$ cat src/port_link_power_consts.svh
// constants for the port command register block: offsets, fields, codes
// assumes a 32-bit apb slave with a 12-bit byte address
//
// Contract
// - power request field sits in bits 31..28, software reads and writes it
// - a write while the link is idle starts the requested power transition
// - a write while the link is busy is ignored, nothing starts
// - a valid nonzero code is acted on, then the field returns to zero
// - a request for the current state starts nothing but still clears the field
// - a zero read means a new request may be written once the link has answered the last one
// - code 1h asks the link to go active
// - code 2h asks the link to go partial
// - code 6h asks the link to go to slumber
// - a device refusal leaves the link in its previous power state
// - codes 3h..5h and 7h..Fh are reserved and never start a transition
// - all read/write fields clear on global reset
// - bits 21..18 and 1 are written once after reset, read-only after
`ifndef PORT_LINK_POWER_CONSTS_SVH
`define PORT_LINK_POWER_CONSTS_SVH

// ============================================================
// addresses
`define PLP_ADDR_CMD 12'h000
`define PLP_ADDR_STAT 12'h004
`define PLP_ZERO32 32'h0000_0000

// ============================================================
// port command fields
`define PLP_REQ_HI 31
`define PLP_REQ_LO 28
`define PLP_RW_MASK 32'h0F02_0015
`define PLP_ONCE_MASK 32'h003C_0002
`define PLP_OVERRIDE_BIT 3
`define PLP_COLD_STATE_BIT 16
`define PLP_LIST_RUN_BIT 15
`define PLP_RECV_RUN_BIT 14
`define PLP_SWITCH_STATE_BIT 13
`define PLP_SLOT_LO 8
`define PLP_SLOT_W 5
`define PLP_DEEP_SEL_BIT 27
`define PLP_AGGR_EN_BIT 26
`define PLP_LED_EN_BIT 25
`define PLP_PACKET_BIT 24
`define PLP_EXT_PORT_BIT 21
`define PLP_COLD_FLAG_BIT 20
`define PLP_SWITCH_FLAG_BIT 19
`define PLP_HOTPLUG_BIT 18
`define PLP_MULT_BIT 17
`define PLP_RECV_EN_BIT 4
`define PLP_POWER_ON_BIT 2
`define PLP_SPIN_UP_BIT 1
`define PLP_LIST_GO_BIT 0

// ============================================================
// request codes and link states
`define PLP_CODE_IDLE 4'h0
`define PLP_CODE_ACTIVE 4'h1
`define PLP_CODE_PARTIAL 4'h2
`define PLP_CODE_SLUMBER 4'h6
`define PLP_LINK_ACTIVE 2'h0
`define PLP_LINK_PARTIAL 2'h1
`define PLP_LINK_SLUMBER 2'h2

// ============================================================
// status register fields
`define PLP_LINK_HI 1
`define PLP_LINK_LO 0
`define PLP_STAT_BUSY_BIT 2
`define PLP_STAT_REJ_BIT 3
`define PLP_STAT_IGN_BIT 4

`endif

$ cat src/port_link_power_pkg.sv
// types shared by the port command register block
// assumes the constants header supplies all numeric values
`default_nettype none

package port_link_power_pkg;

    // ============================================================
    // power request sequencer
    typedef enum logic [1:0] {
        pm_idle,
        pm_issue,
        pm_wait
    } pm_state_t;

    typedef logic [3:0] req_code_t;
    typedef logic [1:0] link_state_t;

endpackage

`default_nettype wire

$ cat src/port_link_power_command.sv
// port command register with its interface power request sequencer
// assumes an apb master on clk and a link layer on the same clock that
// reports idle, its power state, and completion or refusal of a request
`include "port_link_power_consts.svh"
`default_nettype none

module port_link_power_command (
    input wire logic clk,
    input wire logic rst_n,
    input wire logic psel,
    input wire logic penable,
    input wire logic pwrite,
    input wire logic [11:0] paddr,
    input wire logic [31:0] pwdata,
    output logic pready,
    output logic [31:0] prdata,
    output logic pslverr,
    input wire logic link_idle,
    input wire logic [1:0] link_power_state,
    input wire logic pm_done,
    input wire logic pm_rejected,
    output logic pm_req,
    output logic [1:0] pm_target,
    input wire logic cold_presence_state,
    input wire logic command_list_running,
    input wire logic receive_area_running,
    input wire logic presence_switch_state,
    input wire logic [4:0] current_command_slot,
    output logic aggressive_deep_select,
    output logic aggressive_power_enable,
    output logic packet_device_led_enable,
    output logic packet_device,
    output logic external_port_flag,
    output logic cold_presence_flag,
    output logic presence_switch_flag,
    output logic hotplug_capable_flag,
    output logic multiplier_attached,
    output logic receive_area_enable,
    output logic busy_override,
    output logic power_on_device,
    output logic spin_up_device,
    output logic command_list_go
);

    // ============================================================
    // helpers

    // only the three documented codes are requests
    function automatic logic code_valid(input port_link_power_pkg::req_code_t c);
        code_valid = (c == `PLP_CODE_ACTIVE) ||
                     (c == `PLP_CODE_PARTIAL) ||
                     (c == `PLP_CODE_SLUMBER);
    endfunction

    // both decoders feed the write strobes, the error flag and the read mux
    function automatic logic is_cmd_addr(input logic [11:0] a);
        is_cmd_addr = a == `PLP_ADDR_CMD;
    endfunction

    function automatic logic is_stat_addr(input logic [11:0] a);
        is_stat_addr = a == `PLP_ADDR_STAT;
    endfunction

    // once-only bits follow the first write after reset, later writes keep them
    function automatic logic [31:0] merge_ctrl(
        input logic [31:0] old_v,
        input logic [31:0] wr_v,
        input logic locked
    );
        if (locked) begin
            merge_ctrl = (old_v & ~`PLP_RW_MASK) | (wr_v & `PLP_RW_MASK);
        end else begin
            merge_ctrl = wr_v & (`PLP_RW_MASK | `PLP_ONCE_MASK);
        end
    endfunction

    // unmapped reads return zero so stale data never leaks onto the bus
    function automatic logic [31:0] read_mux(
        input logic [11:0] a,
        input logic [31:0] cmd_v,
        input logic [31:0] stat_v
    );
        if (is_cmd_addr(a)) begin
            read_mux = cmd_v;
        end else if (is_stat_addr(a)) begin
            read_mux = stat_v;
        end else begin
            read_mux = `PLP_ZERO32;
        end
    endfunction

    function automatic port_link_power_pkg::link_state_t code_target(
        input port_link_power_pkg::req_code_t c
    );
        if (c == `PLP_CODE_PARTIAL) begin
            code_target = `PLP_LINK_PARTIAL;
        end else if (c == `PLP_CODE_SLUMBER) begin
            code_target = `PLP_LINK_SLUMBER;
        end else begin
            code_target = `PLP_LINK_ACTIVE;
        end
    endfunction

    // ============================================================
    // bus phase decode
    logic setup_phase;
    logic access_done;
    logic wr_cmd;
    logic wr_stat;
    logic addr_ok;

    assign setup_phase = psel && !penable;
    assign access_done = psel && penable && pready;
    assign addr_ok = is_cmd_addr(paddr) || is_stat_addr(paddr);
    assign wr_cmd = access_done && pwrite && is_cmd_addr(paddr);
    assign wr_stat = access_done && pwrite && is_stat_addr(paddr);

    // ============================================================
    // storage
    logic [31:0] ctrl_q;
    logic once_locked_q;
    port_link_power_pkg::req_code_t req_q;
    port_link_power_pkg::req_code_t req_d;
    port_link_power_pkg::pm_state_t state_q;
    port_link_power_pkg::pm_state_t state_d;
    logic rejected_q;
    logic ignored_q;
    logic override_q;
    logic pm_req_q;
    port_link_power_pkg::link_state_t pm_target_q;
    logic pready_q;
    logic pslverr_q;
    logic [31:0] prdata_q;

    port_link_power_pkg::req_code_t wr_code;
    logic wr_accept;
    logic wr_same;

    assign wr_code = pwdata[`PLP_REQ_HI:`PLP_REQ_LO];
    // a write is taken only with the link layer idle and the sequencer free
    assign wr_accept = wr_cmd && link_idle && (state_q == port_link_power_pkg::pm_idle);
    assign wr_same = code_target(wr_code) == link_power_state;

    // ============================================================
    // apb slave: one wait-free access cycle, answer from flops
    always_ff @(posedge clk) begin
        if (!rst_n) begin
            pready_q <= 1'b0;
        end else begin
            pready_q <= setup_phase;
        end
    end

    always_ff @(posedge clk) begin
        if (!rst_n) begin
            pslverr_q <= 1'b0;
        end else if (setup_phase) begin
            pslverr_q <= !addr_ok;
        end else if (access_done) begin
            pslverr_q <= 1'b0;
        end
    end

    logic [31:0] cmd_view;
    logic [31:0] stat_view;

    always_comb begin
        cmd_view = ctrl_q & (`PLP_RW_MASK | `PLP_ONCE_MASK);
        cmd_view[`PLP_REQ_HI:`PLP_REQ_LO] = req_q;
        cmd_view[`PLP_COLD_STATE_BIT] = cold_presence_state;
        cmd_view[`PLP_LIST_RUN_BIT] = command_list_running;
        cmd_view[`PLP_RECV_RUN_BIT] = receive_area_running;
        cmd_view[`PLP_SWITCH_STATE_BIT] = presence_switch_state;
        cmd_view[`PLP_SLOT_LO +: `PLP_SLOT_W] = current_command_slot;
    end

    always_comb begin
        stat_view = `PLP_ZERO32;
        stat_view[`PLP_LINK_HI:`PLP_LINK_LO] = link_power_state;
        stat_view[`PLP_STAT_BUSY_BIT] = state_q != port_link_power_pkg::pm_idle;
        stat_view[`PLP_STAT_REJ_BIT] = rejected_q;
        stat_view[`PLP_STAT_IGN_BIT] = ignored_q;
    end

    // read data is captured at setup so the answer is a flop
    always_ff @(posedge clk) begin
        if (!rst_n) begin
            prdata_q <= `PLP_ZERO32;
        end else if (setup_phase && !pwrite) begin
            prdata_q <= read_mux(paddr, cmd_view, stat_view);
        end
    end

    // ============================================================
    // plain control fields
    always_ff @(posedge clk) begin
        if (!rst_n) begin
            ctrl_q <= `PLP_ZERO32;
        end else if (wr_cmd) begin
            // other fields of a refused power write still land
            ctrl_q <= merge_ctrl(ctrl_q, pwdata, once_locked_q);
        end
    end

    // first write after reset closes the once-only fields
    always_ff @(posedge clk) begin
        if (!rst_n) begin
            once_locked_q <= 1'b0;
        end else if (wr_cmd) begin
            once_locked_q <= 1'b1;
        end
    end

    // write-only bit: a single-cycle pulse, never stored for readback
    always_ff @(posedge clk) begin
        if (!rst_n) begin
            override_q <= 1'b0;
        end else begin
            override_q <= wr_cmd && pwdata[`PLP_OVERRIDE_BIT];
        end
    end

    // ============================================================
    // power request sequencer
    always_comb begin
        state_d = state_q;
        req_d = req_q;
        case (state_q)
            port_link_power_pkg::pm_idle: begin
                if (wr_accept && code_valid(wr_code)) begin
                    if (wr_same) begin
                        req_d = `PLP_CODE_IDLE;
                    end else begin
                        req_d = wr_code;
                        state_d = port_link_power_pkg::pm_issue;
                    end
                end
            end
            port_link_power_pkg::pm_issue: begin
                req_d = `PLP_CODE_IDLE;
                state_d = port_link_power_pkg::pm_wait;
            end
            // the field already reads zero here, so software may queue the
            // next write; it is refused until the link answers
            port_link_power_pkg::pm_wait: begin
                if (pm_done || pm_rejected) begin
                    state_d = port_link_power_pkg::pm_idle;
                end
            end
            default: begin
                state_d = port_link_power_pkg::pm_idle;
                req_d = `PLP_CODE_IDLE;
            end
        endcase
    end

    always_ff @(posedge clk) begin
        if (!rst_n) begin
            state_q <= port_link_power_pkg::pm_idle;
        end else begin
            state_q <= state_d;
        end
    end

    always_ff @(posedge clk) begin
        if (!rst_n) begin
            req_q <= `PLP_CODE_IDLE;
        end else begin
            req_q <= req_d;
        end
    end

    // the link sees one pulse; low to other low is forwarded as is,
    // software is trusted to go through active first
    always_ff @(posedge clk) begin
        if (!rst_n) begin
            pm_req_q <= 1'b0;
        end else begin
            pm_req_q <= state_q == port_link_power_pkg::pm_issue;
        end
    end

    always_ff @(posedge clk) begin
        if (!rst_n) begin
            pm_target_q <= `PLP_LINK_ACTIVE;
        end else if (state_q == port_link_power_pkg::pm_issue) begin
            pm_target_q <= code_target(req_q);
        end
    end

    // ============================================================
    // status flags, write one to clear, a new event beats the clear
    always_ff @(posedge clk) begin
        if (!rst_n) begin
            rejected_q <= 1'b0;
        end else if (state_q == port_link_power_pkg::pm_wait && pm_rejected) begin
            rejected_q <= 1'b1;
        end else if (wr_stat && pwdata[`PLP_STAT_REJ_BIT]) begin
            rejected_q <= 1'b0;
        end
    end

    always_ff @(posedge clk) begin
        if (!rst_n) begin
            ignored_q <= 1'b0;
        end else if (wr_cmd && !wr_accept) begin
            ignored_q <= 1'b1;
        end else if (wr_stat && pwdata[`PLP_STAT_IGN_BIT]) begin
            ignored_q <= 1'b0;
        end
    end

    // ============================================================
    // outputs
    assign pready = pready_q;
    assign prdata = prdata_q;
    assign pslverr = pslverr_q;
    assign pm_req = pm_req_q;
    assign pm_target = pm_target_q;
    assign busy_override = override_q;

    // plain read/write levels
    assign aggressive_deep_select = ctrl_q[`PLP_DEEP_SEL_BIT];
    assign aggressive_power_enable = ctrl_q[`PLP_AGGR_EN_BIT];
    assign packet_device_led_enable = ctrl_q[`PLP_LED_EN_BIT];
    assign packet_device = ctrl_q[`PLP_PACKET_BIT];
    assign multiplier_attached = ctrl_q[`PLP_MULT_BIT];
    assign receive_area_enable = ctrl_q[`PLP_RECV_EN_BIT];
    assign power_on_device = ctrl_q[`PLP_POWER_ON_BIT];
    assign command_list_go = ctrl_q[`PLP_LIST_GO_BIT];

    // once-only levels, frozen after the first command write
    assign external_port_flag = ctrl_q[`PLP_EXT_PORT_BIT];
    assign cold_presence_flag = ctrl_q[`PLP_COLD_FLAG_BIT];
    assign presence_switch_flag = ctrl_q[`PLP_SWITCH_FLAG_BIT];
    assign hotplug_capable_flag = ctrl_q[`PLP_HOTPLUG_BIT];
    assign spin_up_device = ctrl_q[`PLP_SPIN_UP_BIT];

endmodule

`default_nettype wire

$ cat config.mk
export PLATFORM = sky130hd
export DESIGN_NAME = port_link_power_command
export DESIGN_NICKNAME = d
export VERILOG_FILES = /design/src/port_link_power_pkg.sv /design/src/port_link_power_command.sv
export VERILOG_INCLUDE_DIRS = /design/src
export SDC_FILE = /design/constraint.sdc
export NUM_CORES = 1
export LEC_CHECK = 0
export ABC_AREA = 1
export ABC_CLOCK_PERIOD_IN_PS = 1450
export BUFFER_PORTS_ARGS = -buffer_cell sky130_fd_sc_hd__buf_2
export CAP_MARGIN = 20
export CELL_PAD_IN_SITES_DETAIL_PLACEMENT = 1
export CELL_PAD_IN_SITES_GLOBAL_PLACEMENT = 2
export CORE_ASPECT_RATIO = 1.5
export CORE_MARGIN = 4
export CORE_UTILIZATION = 24
export CTS_CLUSTER_SIZE = 16
export DETAILED_ROUTE_END_ITERATION = 8
export PLACE_DENSITY_LB_ADDON = 0.1
export REMOVE_ABC_BUFFERS = 1
export SLEW_MARGIN = 20
export SYNTH_ARGS = -nofsm -noshare
export SYNTH_HDL_FRONTEND = slang
export SYNTH_SLANG_ARGS = --single-unit
$ cat constraint.sdc
create_clock -name clk -period 1.45 [get_ports clk]
set_input_delay 0.145 -clock clk [delete_from_list [all_inputs] [get_ports clk]]
set_output_delay 0.145 -clock clk [all_outputs]
set_load 0.005 [all_outputs]
==> out/qor.tcl <==
set qor(clk_path_buf_depth) 2
set qor(numCtsBuffers) 5
set qor(hold_viol) 0
set qor(achievable-frequency_ghz) 0.775
set qor(hold-path-cell-count) 3
set qor(critical_path_peak_fanout) 7
set qor(top_area_cell_type_share_of_the_netlist_area_pct) 47.7
set qor(ys.warnings.count) 0
set qor(dieWidth_um) 88.1
set qor(final_sum_of_negative_setup_slack_ps) 0
set qor(vias) 2304
set qor(postRouteAntennaNets) 0
set qor(most_repeated_cell_in_the_gate_level_netlist_after_synthesis) {nand2_1}
set qor(critical_path_class) {register to register}
set qor(design.final.nets) 466
set qor(gr-usage-all-layers_pct) 13.0
set qor(buffer_ports.inserted) 94
set qor(setup.worst_path.end_class) {register}
set qor(detailed_place_hpwl_mm) 5.33
set qor(tritoncts) {built}
set qor(result_of_the_run) {complete, no violations}
set qor(cts_root_buffer) {clkbuf_16}
set qor(report.power.total_w) 0.00297
set qor(critical-path-max-stage-delay_ps) 340
set qor(fp.coreArea_um2) 9310
set qor(post_route_drc) 0
set qor(post_drt_via_cell_ratio) 4.48
set qor(yosysUniqueCellTypes) 25
set qor(gp_congestion) 0.694
set qor(timing.critical_path.required_ps) 1640
set qor(post-synth-top-area-cell) {dfxtp_1}
set qor(final_period_minus_worst_setup_slack_ps) 1290
set qor(final_layout_size_suffix_gt1_share_pct) 31.6
set qor(skew_ps) 3.13
set qor(whs_ps) 83.2
set qor(startpoint_type_of_the_worst_setup_path) {register}
set qor(critical_path.slowest_cell) {dfxtp_1}
set qor(tritoncts_num_sinks) 55
set qor(first_global_vias) 2328
set qor(clock_tree.htree_level_count) 2
set qor(synth_flop_cell) {dfxtp_1}
set qor(max-vdd-ir-drop_mv) 0.421
set qor(most_common_library_cells_after_synthesis) {nand2_1, dfxtp_1, a21oi_1}
set qor(postRouteWirelength_mm) 7.13
set qor(post-route-util_pct) 32.9
set qor(hold_path_class) {input pin to register}
set qor(cellLeakagePower_nw) 1.41
set qor(min_period_over_period_pct) 89.0
set qor(synthTopCellsByArea) {dfxtp_1, nand2_1, a21oi_1, o21ai_0, nor2_1}
set qor(synthArstFlopShare_pct) 0
set qor(flip_flop_and_latch_count_after_synthesis) 55
set qor(insertion_delay_ps) 290
set qor(postSynthAreaPerCell_um2) 7.57
set qor(finish.cell_count_without_fillers) 514
set qor(netlist_instances) 305
set qor(rsz0062_at_grt) {false}
set qor(die_h_um) 128
set qor(die_area_um2) 11300
set qor(number_of_enable_flip_flop_cells_after_synthesis) 0
set qor(clk_transition_reported_paths_ps) 70
set qor(fillCellCount) 1197
set qor(powerDensity_nw_per_um2) 968
set qor(detailedRoute.firstIterationViolations) 25
set qor(drt_pass1_iterations) 4
set qor(r2r_cells) 7
set qor(antennaDiodeCount) 0
set qor(largest_net_degree_at_the_start_of_global_routing) 55
set qor(slew_violations) 0
set qor(regArea_um2) 1100
set qor(post_synth_instance_area_um2) 2310
set qor(post_drt_wl_per_cell_um) 13.9
set qor(synth-seq-area-share_pct) 47.7
set qor(cp_cell_sequence) {nand3_2, nor2_4, nand3_4, nor2_4, inv_2, nor2_1, nor2_1}
set qor(overflow) 0
set qor(grt_first_pass_wirelength_mm) 11.4
set qor(placedCellCount) 506
set qor(p_r_area_growth_vs_syn_pct) 32.8
set qor(std_cell_rows) 43
set qor(finalSetupViolations) 0
set qor(ctsHoldBuffers) 0
set qor(critPathArrivalTime_ps) 1480
set qor(multi_input_area_um2) 1010
set qor(grt_antenna_before_repair) 0
set qor(ios) 114
set qor(drv_cap) 0
set qor(floorplan.initialDensity_pct) 24.8
-- state kept, by name, indices dropped and copies added, names as in the netlist --
| register | flops |
|---|---|
| busy_override | 1 |
| ctrl_q | 13 |
| ignored_q | 1 |
| once_locked_q | 1 |
| pm_req | 1 |
| pm_target | 2 |
| prdata | 27 |
| pready | 1 |
| pslverr | 1 |
| rejected_q | 1 |
| req_q | 4 |
| state_q | 2 |
-- cells in the final DEF (no fill, tap or decap), drive strengths merged, types with 2 or more instances in the layout --
master,instances
nand2,67
o21ai,30
buf,105
nor3,2
inv,27
dfxtp,55
a21oi,41
o211ai,4
conb,5
clkbuf,6
o21a,5
nor2,34
nand3,18
-- stage by stage --
| stage | instance area, um^2 | setup slack (ps) |
|---|---|---|
| floorplan | 2210 | 176 |
| global placement | 2920 | 101 |
| detailed placement | 2920 | 71.0 |
| CTS | 3050 | 78.5 |
| global route | 3070 | 6.45 |
| finish | 3070 | 159 |
-- kinds of logic after synthesis --
kind of cell | count (synthesis) | share of synthesized area (%)
other | 1 | 0.162
buffers and inverters | 46 | 9.32
AO/OA/AOI/OAI | 80 | 18.3
AND/OR/NAND/NOR | 123 | 24.5
flip-flops | 55 | 47.7
-- critical path, delay by kind of cell, from the launching register on --
family / cells / cell delay, ps
buffers and inverters: 1 / 80
DFF: 1 / 340
and+or+nand+nor: 6 / 760
-- layout make-up --
class,instances,area share [%]
Clock buffer,6,4.20
Inverter,28,3.43
Multi-Input combinational cell,208,33.0
Sequential cell,55,35.9
Tap cell,112,4.57
Timing Repair Buffer,105,18.8
-- path summary, 6_finish.rpt --
| check | endpoint | start | slack [ps] |
|---|---|---|---|
| max | ctrl_q[19] | pready | 160 |
| min | ctrl_q[20] | pwdata[20] | 80 |
| min reg2reg | pm_target[1] | pm_target[1] | 470 |
| max reg2reg | ctrl_q[19] | pready | 160 |
-- where the power goes --
group,internal [W],switching [W]
combinational,0.000117,0.000140
clock,0.000623,0.000524
sequential,0.00155,0.0000163
-- repair_timing --
action	4_1_cts	5_1_grt
setup endpoints to repair	0	10
resized for setup	0	1
buffers inserted	0	2
-- layer usage --
layer	wire (um)	global-route usage [%]	share of wire, %
met5	0	0	0
met2	3670	23.2	51
met3	450	2.64	6.3
met1	2900	15.0	41
met4	119	4.80	1.7
Power figures use the tool's default switching activity.
